## src/design/bpc_regs.vh

```
`ifndef BPC_REGS_VH
`define BPC_REGS_VH
// Pulse-mode breakpoint length in CPU clocks
`define BPC_PULSE_CYCLES 4'h8
// Low code space bounds served by the external-access select
`define BPC_LOW_CODE_LO 16'h0000
`define BPC_LOW_CODE_HI 16'h3fff
// CPU clock rate select codes
`define BPC_SPD_12 2'h0
`define BPC_SPD_24 2'h1
`define BPC_SPD_48 2'h2
// Reset values
`define BPC_SPD_RESET 2'h0
`define BPC_CFG_RESET 2'h0
// Field positions in the cpu and port control words
`define BPC_CPU_TRI_BIT 1
`define BPC_PA0_ALT_BIT 0
`define BPC_PA1_ALT_BIT 1
`endif

```

## src/design/bpc_irq_pin.v

```verilog
`timescale 1ns/1ps
`include "bpc_regs.vh"
// One Port A pin with its alternate external interrupt function.
module bpc_irq_pin (
   input wire ref_clk,
   input wire reset,
   input wire pin_in,
   input wire gpio_out,
   input wire gpio_oe,
   input wire alt_sel,
   input wire trigger_type,
   input wire irq_ack,
   output reg pin_out,
   output reg pin_oe,
   output reg pin_val,
   output reg irq_req
);
   reg sync1_q;
   reg sync2_q;
   reg prev_q;
   wire fall;

   assign fall = prev_q & ~sync2_q;

   always @(posedge ref_clk) begin
      if (reset) begin
         sync1_q <= 1'b1;
         sync2_q <= 1'b1;
         prev_q <= 1'b1;
         pin_out <= 1'b0;
         pin_oe <= 1'b0;
         pin_val <= 1'b1;
         irq_req <= 1'b0;
      end else begin
         sync1_q <= pin_in;
         sync2_q <= sync1_q;
         prev_q <= sync2_q;
         pin_val <= sync2_q;
         pin_out <= gpio_out;
         // Interrupt function takes the pin as input only
         pin_oe <= gpio_oe & ~alt_sel;
         if (!alt_sel) begin
            irq_req <= 1'b0;
         end else if (trigger_type) begin
            // Latched edge; a new edge wins over the acknowledge
            if (fall) begin
               irq_req <= 1'b1;
            end else if (irq_ack) begin
               irq_req <= 1'b0;
            end
         end else begin
            irq_req <= ~sync2_q;
         end
      end
   end
endmodule

```

## src/design/bpc_top.v

```verilog
`timescale 1ns/1ps
`include "bpc_regs.vh"
module bpc_top (
   input wire ref_clk,
   input wire reset_n,
   input wire [15:0] cpu_addr,
   input wire code_fetch,
   input wire [7:0] break_addr_hi,
   input wire [7:0] break_addr_lo,
   input wire break_enable_bit,
   input wire break_pulse_mode_bit,
   input wire break_flag_clear,
   input wire external_code_select,
   input wire [1:0] cpu_speed_sel,
   input wire [1:0] cpu_control_reg,
   input wire [1:0] port_a_alt_function_reg,
   input wire irq0_trigger_type,
   input wire irq1_trigger_type,
   input wire irq0_ack,
   input wire irq1_ack,
   input wire [1:0] port_a_gpio_out,
   input wire [1:0] port_a_gpio_oe,
   input wire port_a_pin0_in,
   input wire port_a_pin1_in,
   output reg break_match_out,
   output reg break_flag,
   output reg fetch_external,
   output reg cpu_clock_out,
   output reg cpu_clock_out_oe,
   output reg [1:0] cpu_speed,
   output wire port_a_pin0_out,
   output wire port_a_pin0_oe,
   output wire port_a_pin1_out,
   output wire port_a_pin1_oe,
   output wire [1:0] port_a_pin_val,
   output reg ext_irq0_n,
   output reg ext_irq1_n
);
   reg rst_s1_q;
   reg rst_s2_q;
   reg ea_s1_q;
   reg ea_s2_q;
   reg [3:0] pulse_cnt_q;
   reg [1:0] div_q;
   reg en_half_q;
   reg en_quarter_q;
   reg [1:0] cfg_q;
   reg tri_q;
   wire reset;
   wire hit;
   wire irq0_req;
   wire irq1_req;

   function in_low_code;
      input [15:0] a;
      begin
         in_low_code = (a >= `BPC_LOW_CODE_LO) && (a <= `BPC_LOW_CODE_HI);
      end
   endfunction

   // Chip reset pin is asynchronous to ref_clk, so it is synchronised.
   // Costs two edges: outputs take their reset values on the third edge.
   always @(posedge ref_clk) begin
      rst_s1_q <= ~reset_n;
      rst_s2_q <= rst_s1_q;
   end
   assign reset = rst_s2_q;

   assign hit = break_enable_bit &&
                (cpu_addr == {break_addr_hi, break_addr_lo});

   // External-access pin is sampled through two flops before use
   always @(posedge ref_clk) begin
      if (reset) begin
         ea_s1_q <= 1'b0;
         ea_s2_q <= 1'b0;
         fetch_external <= 1'b0;
      end else begin
         ea_s1_q <= external_code_select;
         ea_s2_q <= ea_s1_q;
         // Above 16 KB code always comes from outside
         fetch_external <= code_fetch &
            (ea_s2_q | ~in_low_code(cpu_addr));
      end
   end

   // Counter holds the high cycles still owed after the match edge
   always @(posedge ref_clk) begin
      if (reset) begin
         break_match_out <= 1'b0;
         break_flag <= 1'b0;
         pulse_cnt_q <= 4'h0;
      end else begin
         if (break_pulse_mode_bit) begin
            // Pulse mode keeps no flag, so a software clear has no effect
            break_flag <= 1'b0;
            if (hit) begin
               pulse_cnt_q <= `BPC_PULSE_CYCLES - 4'h1;
               break_match_out <= 1'b1;
            end else if (pulse_cnt_q != 4'h0) begin
               pulse_cnt_q <= pulse_cnt_q - 4'h1;
            end else begin
               break_match_out <= 1'b0;
            end
         end else begin
            pulse_cnt_q <= 4'h0;
            // A new match wins over the software clear
            if (hit) begin
               break_flag <= 1'b1;
               break_match_out <= 1'b1;
            end else if (break_flag_clear) begin
               break_flag <= 1'b0;
               break_match_out <= 1'b0;
            end
         end
      end
   end

   // Clock output: ref_clk stands in for the PLL CPU clock; slower rates
   // are divided, so cpu_clock_out toggles every 1, 2 or 4 ref_clk cycles (ref_clk/2, /4 or /8).
   always @(posedge ref_clk) begin
      if (reset) begin
         cpu_speed <= `BPC_SPD_RESET;
         tri_q <= 1'b0;
         cpu_clock_out_oe <= 1'b1;
         cfg_q <= `BPC_CFG_RESET;
      end else begin
         cpu_speed <= (cpu_speed_sel == 2'h3) ? `BPC_SPD_48 : cpu_speed_sel;
         tri_q <= cpu_control_reg[`BPC_CPU_TRI_BIT];
         cpu_clock_out_oe <= ~tri_q;
         cfg_q <= port_a_alt_function_reg;
      end
   end

   // Divider enables are one-cycle pulses, so only ref_clk clocks flops
   always @(posedge ref_clk) begin
      if (reset) begin
         div_q <= 2'h0;
         en_half_q <= 1'b0;
         en_quarter_q <= 1'b0;
      end else begin
         div_q <= div_q + 2'h1;
         en_half_q <= ~div_q[0];
         en_quarter_q <= (div_q == 2'h2);
      end
   end

   always @(posedge ref_clk) begin
      if (reset) begin
         cpu_clock_out <= 1'b0;
      end else begin
         case (cpu_speed)
            `BPC_SPD_48: cpu_clock_out <= ~cpu_clock_out;
            `BPC_SPD_24: begin
               if (en_half_q) begin
                  cpu_clock_out <= ~cpu_clock_out;
               end
            end
            default: begin
               if (en_quarter_q) begin
                  cpu_clock_out <= ~cpu_clock_out;
               end
            end
         endcase
      end
   end

   bpc_irq_pin u_pin0 (
      .ref_clk(ref_clk),
      .reset(reset),
      .pin_in(port_a_pin0_in),
      .gpio_out(port_a_gpio_out[0]),
      .gpio_oe(port_a_gpio_oe[0]),
      .alt_sel(cfg_q[`BPC_PA0_ALT_BIT]),
      .trigger_type(irq0_trigger_type),
      .irq_ack(irq0_ack),
      .pin_out(port_a_pin0_out),
      .pin_oe(port_a_pin0_oe),
      .pin_val(port_a_pin_val[0]),
      .irq_req(irq0_req)
   );

   bpc_irq_pin u_pin1 (
      .ref_clk(ref_clk),
      .reset(reset),
      .pin_in(port_a_pin1_in),
      .gpio_out(port_a_gpio_out[1]),
      .gpio_oe(port_a_gpio_oe[1]),
      .alt_sel(cfg_q[`BPC_PA1_ALT_BIT]),
      .trigger_type(irq1_trigger_type),
      .irq_ack(irq1_ack),
      .pin_out(port_a_pin1_out),
      .pin_oe(port_a_pin1_oe),
      .pin_val(port_a_pin_val[1]),
      .irq_req(irq1_req)
   );

   // Registered so the processor sees a clean active-low level
   always @(posedge ref_clk) begin
      if (reset) begin
         ext_irq0_n <= 1'b1;
         ext_irq1_n <= 1'b1;
      end else begin
         ext_irq0_n <= ~irq0_req;
         ext_irq1_n <= ~irq1_req;
      end
   end
endmodule

```

## config.mk

```make
export PLATFORM = sky130hd
export DESIGN_NAME = bpc_top
export DESIGN_NICKNAME = d
export VERILOG_FILES = /design/src/design/bpc_irq_pin.v /design/src/design/bpc_top.v
export VERILOG_INCLUDE_DIRS = /design/src /design/src/design
export SDC_FILE = /design/constraint.sdc
export NUM_CORES = 1
export LEC_CHECK = 0
export BUFFER_PORTS_ARGS = -buffer_cell sky130_fd_sc_hd__buf_2
export CORE_ASPECT_RATIO = 1.75
export CORE_MARGIN = 5
export CORE_UTILIZATION = 45
export DETAILED_ROUTE_END_ITERATION = 16
export HOLD_SLACK_MARGIN = 0.15
export PLACE_DENSITY = 0.91
export SLEW_MARGIN = 30
export SYNTH_ARGS = -nofsm -noshare
export SYNTH_HDL_FRONTEND = slang
export SYNTH_SLANG_ARGS = --single-unit
```

## constraint.sdc

```tcl
create_clock -name ref_clk -period 1.55 [get_ports ref_clk]
set_input_delay 0 -clock ref_clk [delete_from_list [all_inputs] [get_ports ref_clk]]
set_output_delay 0 -clock ref_clk [all_outputs]
set_load 0.02 [all_outputs]
```

; Yosys cells after proc, flatten, opt, wreduce, memory -nomap -nowiden
; Cells that the tools add are included.
; Widths: inputs -> output; s select.
[totals]
word_cells = 95
inputBits = 55
ff_bits = 36
output_inout_bits = 15
[op_classes]
n_bitwise = 18
n_addsub = 2
order_cmp = 2
n_reduce_logical = 15
muxes = 17
eq_ne = 9
[op_table]
columns = cell, n
row1 = $eq 16x16->1, 1
row2 = $ge 16x1->1 const B, 1
row3 = $le 16x14->1 const B, 1
row4 = $mux 1, 13
row5 = $not 1->1, 12
row6 = $reduce_or 2->1, 5
row7 = $eq 2x2->1 const B, 3
row8 = $mux 3, 2
row9 = $ne 3x1->1 const B, 2
row10 = $reduce_bool 3->1, 2
row11 = $and 1x1->1, 5
row12 = $reduce_and 2->1, 2
row13 = $reduce_bool 2->1, 2
row14 = $reduce_bool 4->1, 1
row15 = $sub 4x1->4 const B, 1
row16 = $ne 3x3->1 const B, 1
row17 = $reduce_or 3->1, 1
row18 = $add 2x1->2 const B, 1
row19 = $eq 2x1->1 const B, 1
row20 = $logic_and 1x1->1, 2
row21 = $mux 2, 1
row22 = $ne 2x2->1 const B, 1
row23 = $pmux 1 s2, 1
row24 = $or 1x1->1, 1

; Logic depth before layout (Yosys ltp)
[logic_depth]
word_depth = 5
mapped_depth = 6
mapped_depth_nobuf = 6

; Modules after synthesis
; From an unflattened synthesis, not the netlist that was laid out.
[hier_totals]
cells_unflattened = 128
hier_area_um2 = 1380.1
[modules_own_cells]
columns = module, n_inst, area_per_inst_um2, cells_each, seq_area_each_um2
row1 = bpc_top, 1, 1019.7, 98, 460.4
row2 = bpc_irq_pin, 2, 180.2, 15, 120.1

; Worst setup path before layout
; Ideal clock, no wire load.
[synth_timing]
kind = register to register
startpoint = register pulse_cnt_q[0]
endpoint = register pulse_cnt_q[1]
setup_time_ns = 0.075
arrival_time_ns = 1.267
stages_incl_launch_ff = 6
slack_ns = 0.207
t_required_ns = 1.475
path_buffers = 0
path_cell_list = dfxtp_1 > inv_1 > ha_1 > nor3b_2 > mux2_2 > o22ai_1
[synth_via]
elab_chain_len = 3
word_cells_on_any_way = 5
[synth_lines]
columns = element, line_no
row1 = start: declaration, bpc_top.v:43  ; reg [3:0] pulse_cnt_q;
row2 = start signal: assignment, bpc_top.v:98  ; pulse_cnt_q <= `BPC_PULSE_CYCLES - 4'h1;
row3 = start signal: assignment, bpc_top.v:101  ; pulse_cnt_q <= pulse_cnt_q - 4'h1;
row4 = $sub 4x1->4, bpc_top.v:101
row5 = $mux 3, bpc_top.v:100  ; end else if (pulse_cnt_q != 4'h0) begin
row6 = $mux 3, bpc_top.v:97  ; if (hit) begin
; Several ways; a longest one is shown, not always the timed one. The select of a mux whose other input is x is not followed.
; A chain may end at the register's enable or synchronous reset.

; Worst setup path in the final report
[layout_timing]
startpoint = input irq0_trigger_type
endpoint = register u_pin0.irq_req
[layout_via]
elab_chain_len = 1
word_cells_on_any_way = 2
[layout_lines]
columns = element, line_no
row1 = start: declaration, bpc_top.v:17  ; input wire irq0_trigger_type,
row2 = $ne 3x1->1 (no line) or $mux 1 (tied branches), -
row3 = end signal: assignment, bpc_irq_pin.v:52  ; irq_req <= ~sync2_q;
row4 = end: declaration, bpc_irq_pin.v:16  ; output reg irq_req
; Several ways; a longest one is shown, not always the timed one.

==> results.md <==
- Sequential area share after synthesis: between 40% and 50%
- Setup ws final: approximately 0.15 ns
- Relative slew slack: between 80% and 90%
- Worst Hold Path EP: pulse_cnt_q[1]$_SDFFE_PP0P_
- Layout cells sized above 1: 41.7%
- DP Area: ~1800 µm²
- Final hold vios: 0
- CP Class: primary input to flop
- CP max FO: 2
- Clock buffer depth: 2
- First-pass GRT wire length: approximately 5200 µm
- Synth unique cells: 33
- Setup-failing EPs final: 0
- Rows: 27
- Total Nets Final: 287
- Synth Net Count: 193
- Yosys reg bits: 35
- Iter 0 DRT Violations: 12
- Crit. End Element: flop
- Synth top area share: 49.4%
- FF-to-FF setup slack: 0.15 ns
- Worst min-delay path class: primary input to flop
- Mapped cell area: about 1400 µm²
- Largest net degree at the start of global routing: 31
- R2R depth: 5
- Most instantiated cells after synthesis: dfxtp_1 (35), xor2_1 (14), nor2b_1 (11), inv_1 (10), or2_2 (7)
- Slew Viols, Final: 0
- EDFF count, synth: 0
- Post-DP HPWL: 2280 µm
- Ys async rst share: 0%
- Critical R2R Launch: u_pin0.pin_val$_SDFF_PP1_
- Drt via density: between 4 and 5
- Reg clk slew, reported paths: ~0.070 ns
- Die area: roughly 4400 µm²
- Worst hold stages: 4
- Clock sinks: 35
- Top area cells in the synthesized netlist: dfxtp_1 (49%), xor2_1 (8.6%), nor2b_1 (4.9%), nor3b_1 (3.2%), or2_2 (3.1%)
- CTS buffer count: 5
- PortBufs: slightly below 70
- Maximum VDD drop: 0.925 mV
- Pre-CTS setup slack: about 0.19 ns
- Final TNS setup: 0 ns
- CTS H-tree depth: 2
- Unrepaired setup endpoints after global routing: false
- Layout Skew: approximately 0.0049 ns
- Reg2reg end: u_pin0.irq_req$_SDFFE_PP0P_
- Drt total wl: 3140 µm
- Starting density of the core: 45.7%
- Ports: 70
- Lkg Pwr: 0.000994 µW
- Worst-margin pin slew: between 0.2 and 0.3 ns
- Syn Area/Cell: 10.5 µm²
- Req. time, crit path: 1.75 ns
- Root buffer cell: clkbuf_8
- DR DRC count: 0
- Initial antenna violation count: 0
- Fmax achieved: around 710 MHz
- Top_reg_cell synth: dfxtp_1
- Vias in the first global route: ~1300
- Post-synth top area cell: dfxtp_1
- Area Overhead vs Synth: 50.8%
- GRT overflow: 0
- Vias: approximately 1200
- Die X-Extent: 52.4 µm
- Fin area: between 2000 and 2500 µm²
- Pre-Repair DR Iteration Count: 4
- Outcome: finished, final reports clean
- CTS tree: done
- Hold path startpoint: break_enable_bit
- Mapped Cells: between 100 and 150
- Arr. time, crit path: about 1.6 ns
- Hold WS: roughly 0.22 ns
- Ys Warns: 0
- ANT cells: 0
- Clk_lat worst skew: around 0.28 ns
- Wire length per cell: roughly 11 µm
- Post-route ant nets: 0
- Placeable Area: around 3100 µm²
- Max-cap viol count: 0
- Global Route Usage Sum: 16.1%
- Pwr/cell area: ~1100 nW/µm²
- Min Clock Period, post-route: 1.40 ns
- Placer Congestion: roughly 0.75
- Critical Path Start Type: primary input
- Die Y: between 80 and 90 µm
- Period utilization: 90.6%
- Count leader, synth: dfxtp_1
sequential cells by signal (all words and copies together), names as in the netlist, 2 cells and up:
signal,flops
cpu_speed,2
pulse_cnt_q,4
cfg_q,2
div_q,2
cell families after synthesis:
kind of cell | count (synthesis) | synth area share, %
compound gates | 14 | 7.32
buf+inv | 15 | 4.50
xor+xnor | 15 | 9.26
fa+ha+maj | 3 | 2.65
flops | 35 | 49.4
mux | 5 | 3.79
simple gates | 48 | 23.1
worst max path at each step:
stage	start	to	slack, ns
final	irq0_trigger_type	u_pin0.irq_req$_SDFFE_PP0P_	0.15
after global routing	u_pin0.pin_val$_SDFF_PP1_	u_pin0.irq_req$_SDFFE_PP0P_	0.08
after CTS	u_pin0.pin_val$_SDFF_PP1_	u_pin0.irq_req$_SDFFE_PP0P_	0.14
after global placement	pulse_cnt_q[0]$_SDFFE_PP0P_	pulse_cnt_q[1]$_SDFFE_PP0P_	0.24
after floorplan	pulse_cnt_q[0]$_SDFFE_PP0P_	pulse_cnt_q[1]$_SDFFE_PP0P_	0.21
after detailed placement	pulse_cnt_q[0]$_SDFFE_PP0P_	pulse_cnt_q[1]$_SDFFE_PP0P_	0.19
per-layer routing:
metal  GRT usage (%)  vias up  part of all wire (%)
li1                -      632                     -
met1            15.4      547                    34
met2            28.5       28                    58
met3            5.86        9                   5.6
met4            8.37        0                   2.9
met5               0        -                     0
repair_timing:
| item | 4_1_cts | 5_1_grt |
|---|---|---|
| gates resized for setup | 0 | 0 |
| hold buffers | 22 | 0 |
| hold endpoints to repair | 21 | 0 |
| setup buffers | 0 | 0 |
power by group:
part           switching, µW  internal (µW)
clock                    314            520
combinational            191            259
sequential              26.1            953
total                    530           1730
final cells by class:
type                    count  area (µm²)
fillers                   258         968
flip-flops and latches     35         701
clock inverters             2        35.0
multi-input cells          85         654
well taps                  43        53.8
repair buffers             92         576
clock buffers               6        82.6
inverters                  10        37.5
worst max-delay path, cell delays in order:
cell	delay, ns
dlygate4sd3_1	0.54
buf_2	0.13
a21oi_1	0.11
a31oi_1	0.05
dlygate4sd3_1	0.56
nor3b_1	0.21
per-stage QoR:
step | power [µW] | util (%) | cells
6_report | 2260 | 68.8 | 273
2_1_floorplan | 1260 | - | 135
4_1_cts | 2280 | 68.8 | 273
3_3_place_gp | 1400 | 58.0 | 243
5_1_grt | 2380 | 68.8 | 273
3_5_place_dp | 1410 | 58.0 | 243
placed cells by master, fill, tap and decap left out, drive strengths merged, types with 2 or more instances in the layout:
master | synthesis | layout
o31ai | 2 | 2
mux2 | 3 | 3
nand2b | 6 | 6
inv | 10 | 10
nor2 | 6 | 6
clkbuf | 3 | 6
buf | 2 | 70
nand3 | 2 | 2
nor4 | 2 | 2
a21oi | 2 | 2
xor2 | 14 | 14
nor3b | 7 | 7
ha | 3 | 3
nor3 | 3 | 3
dlygate4sd3 | 0 | 22
dfxtp | 35 | 35
or2 | 7 | 7
o22ai | 4 | 4
a31oi | 2 | 2
mux2i | 2 | 2
nor2b | 11 | 11
No activity file was read; power rests on OpenSTA's default activity.
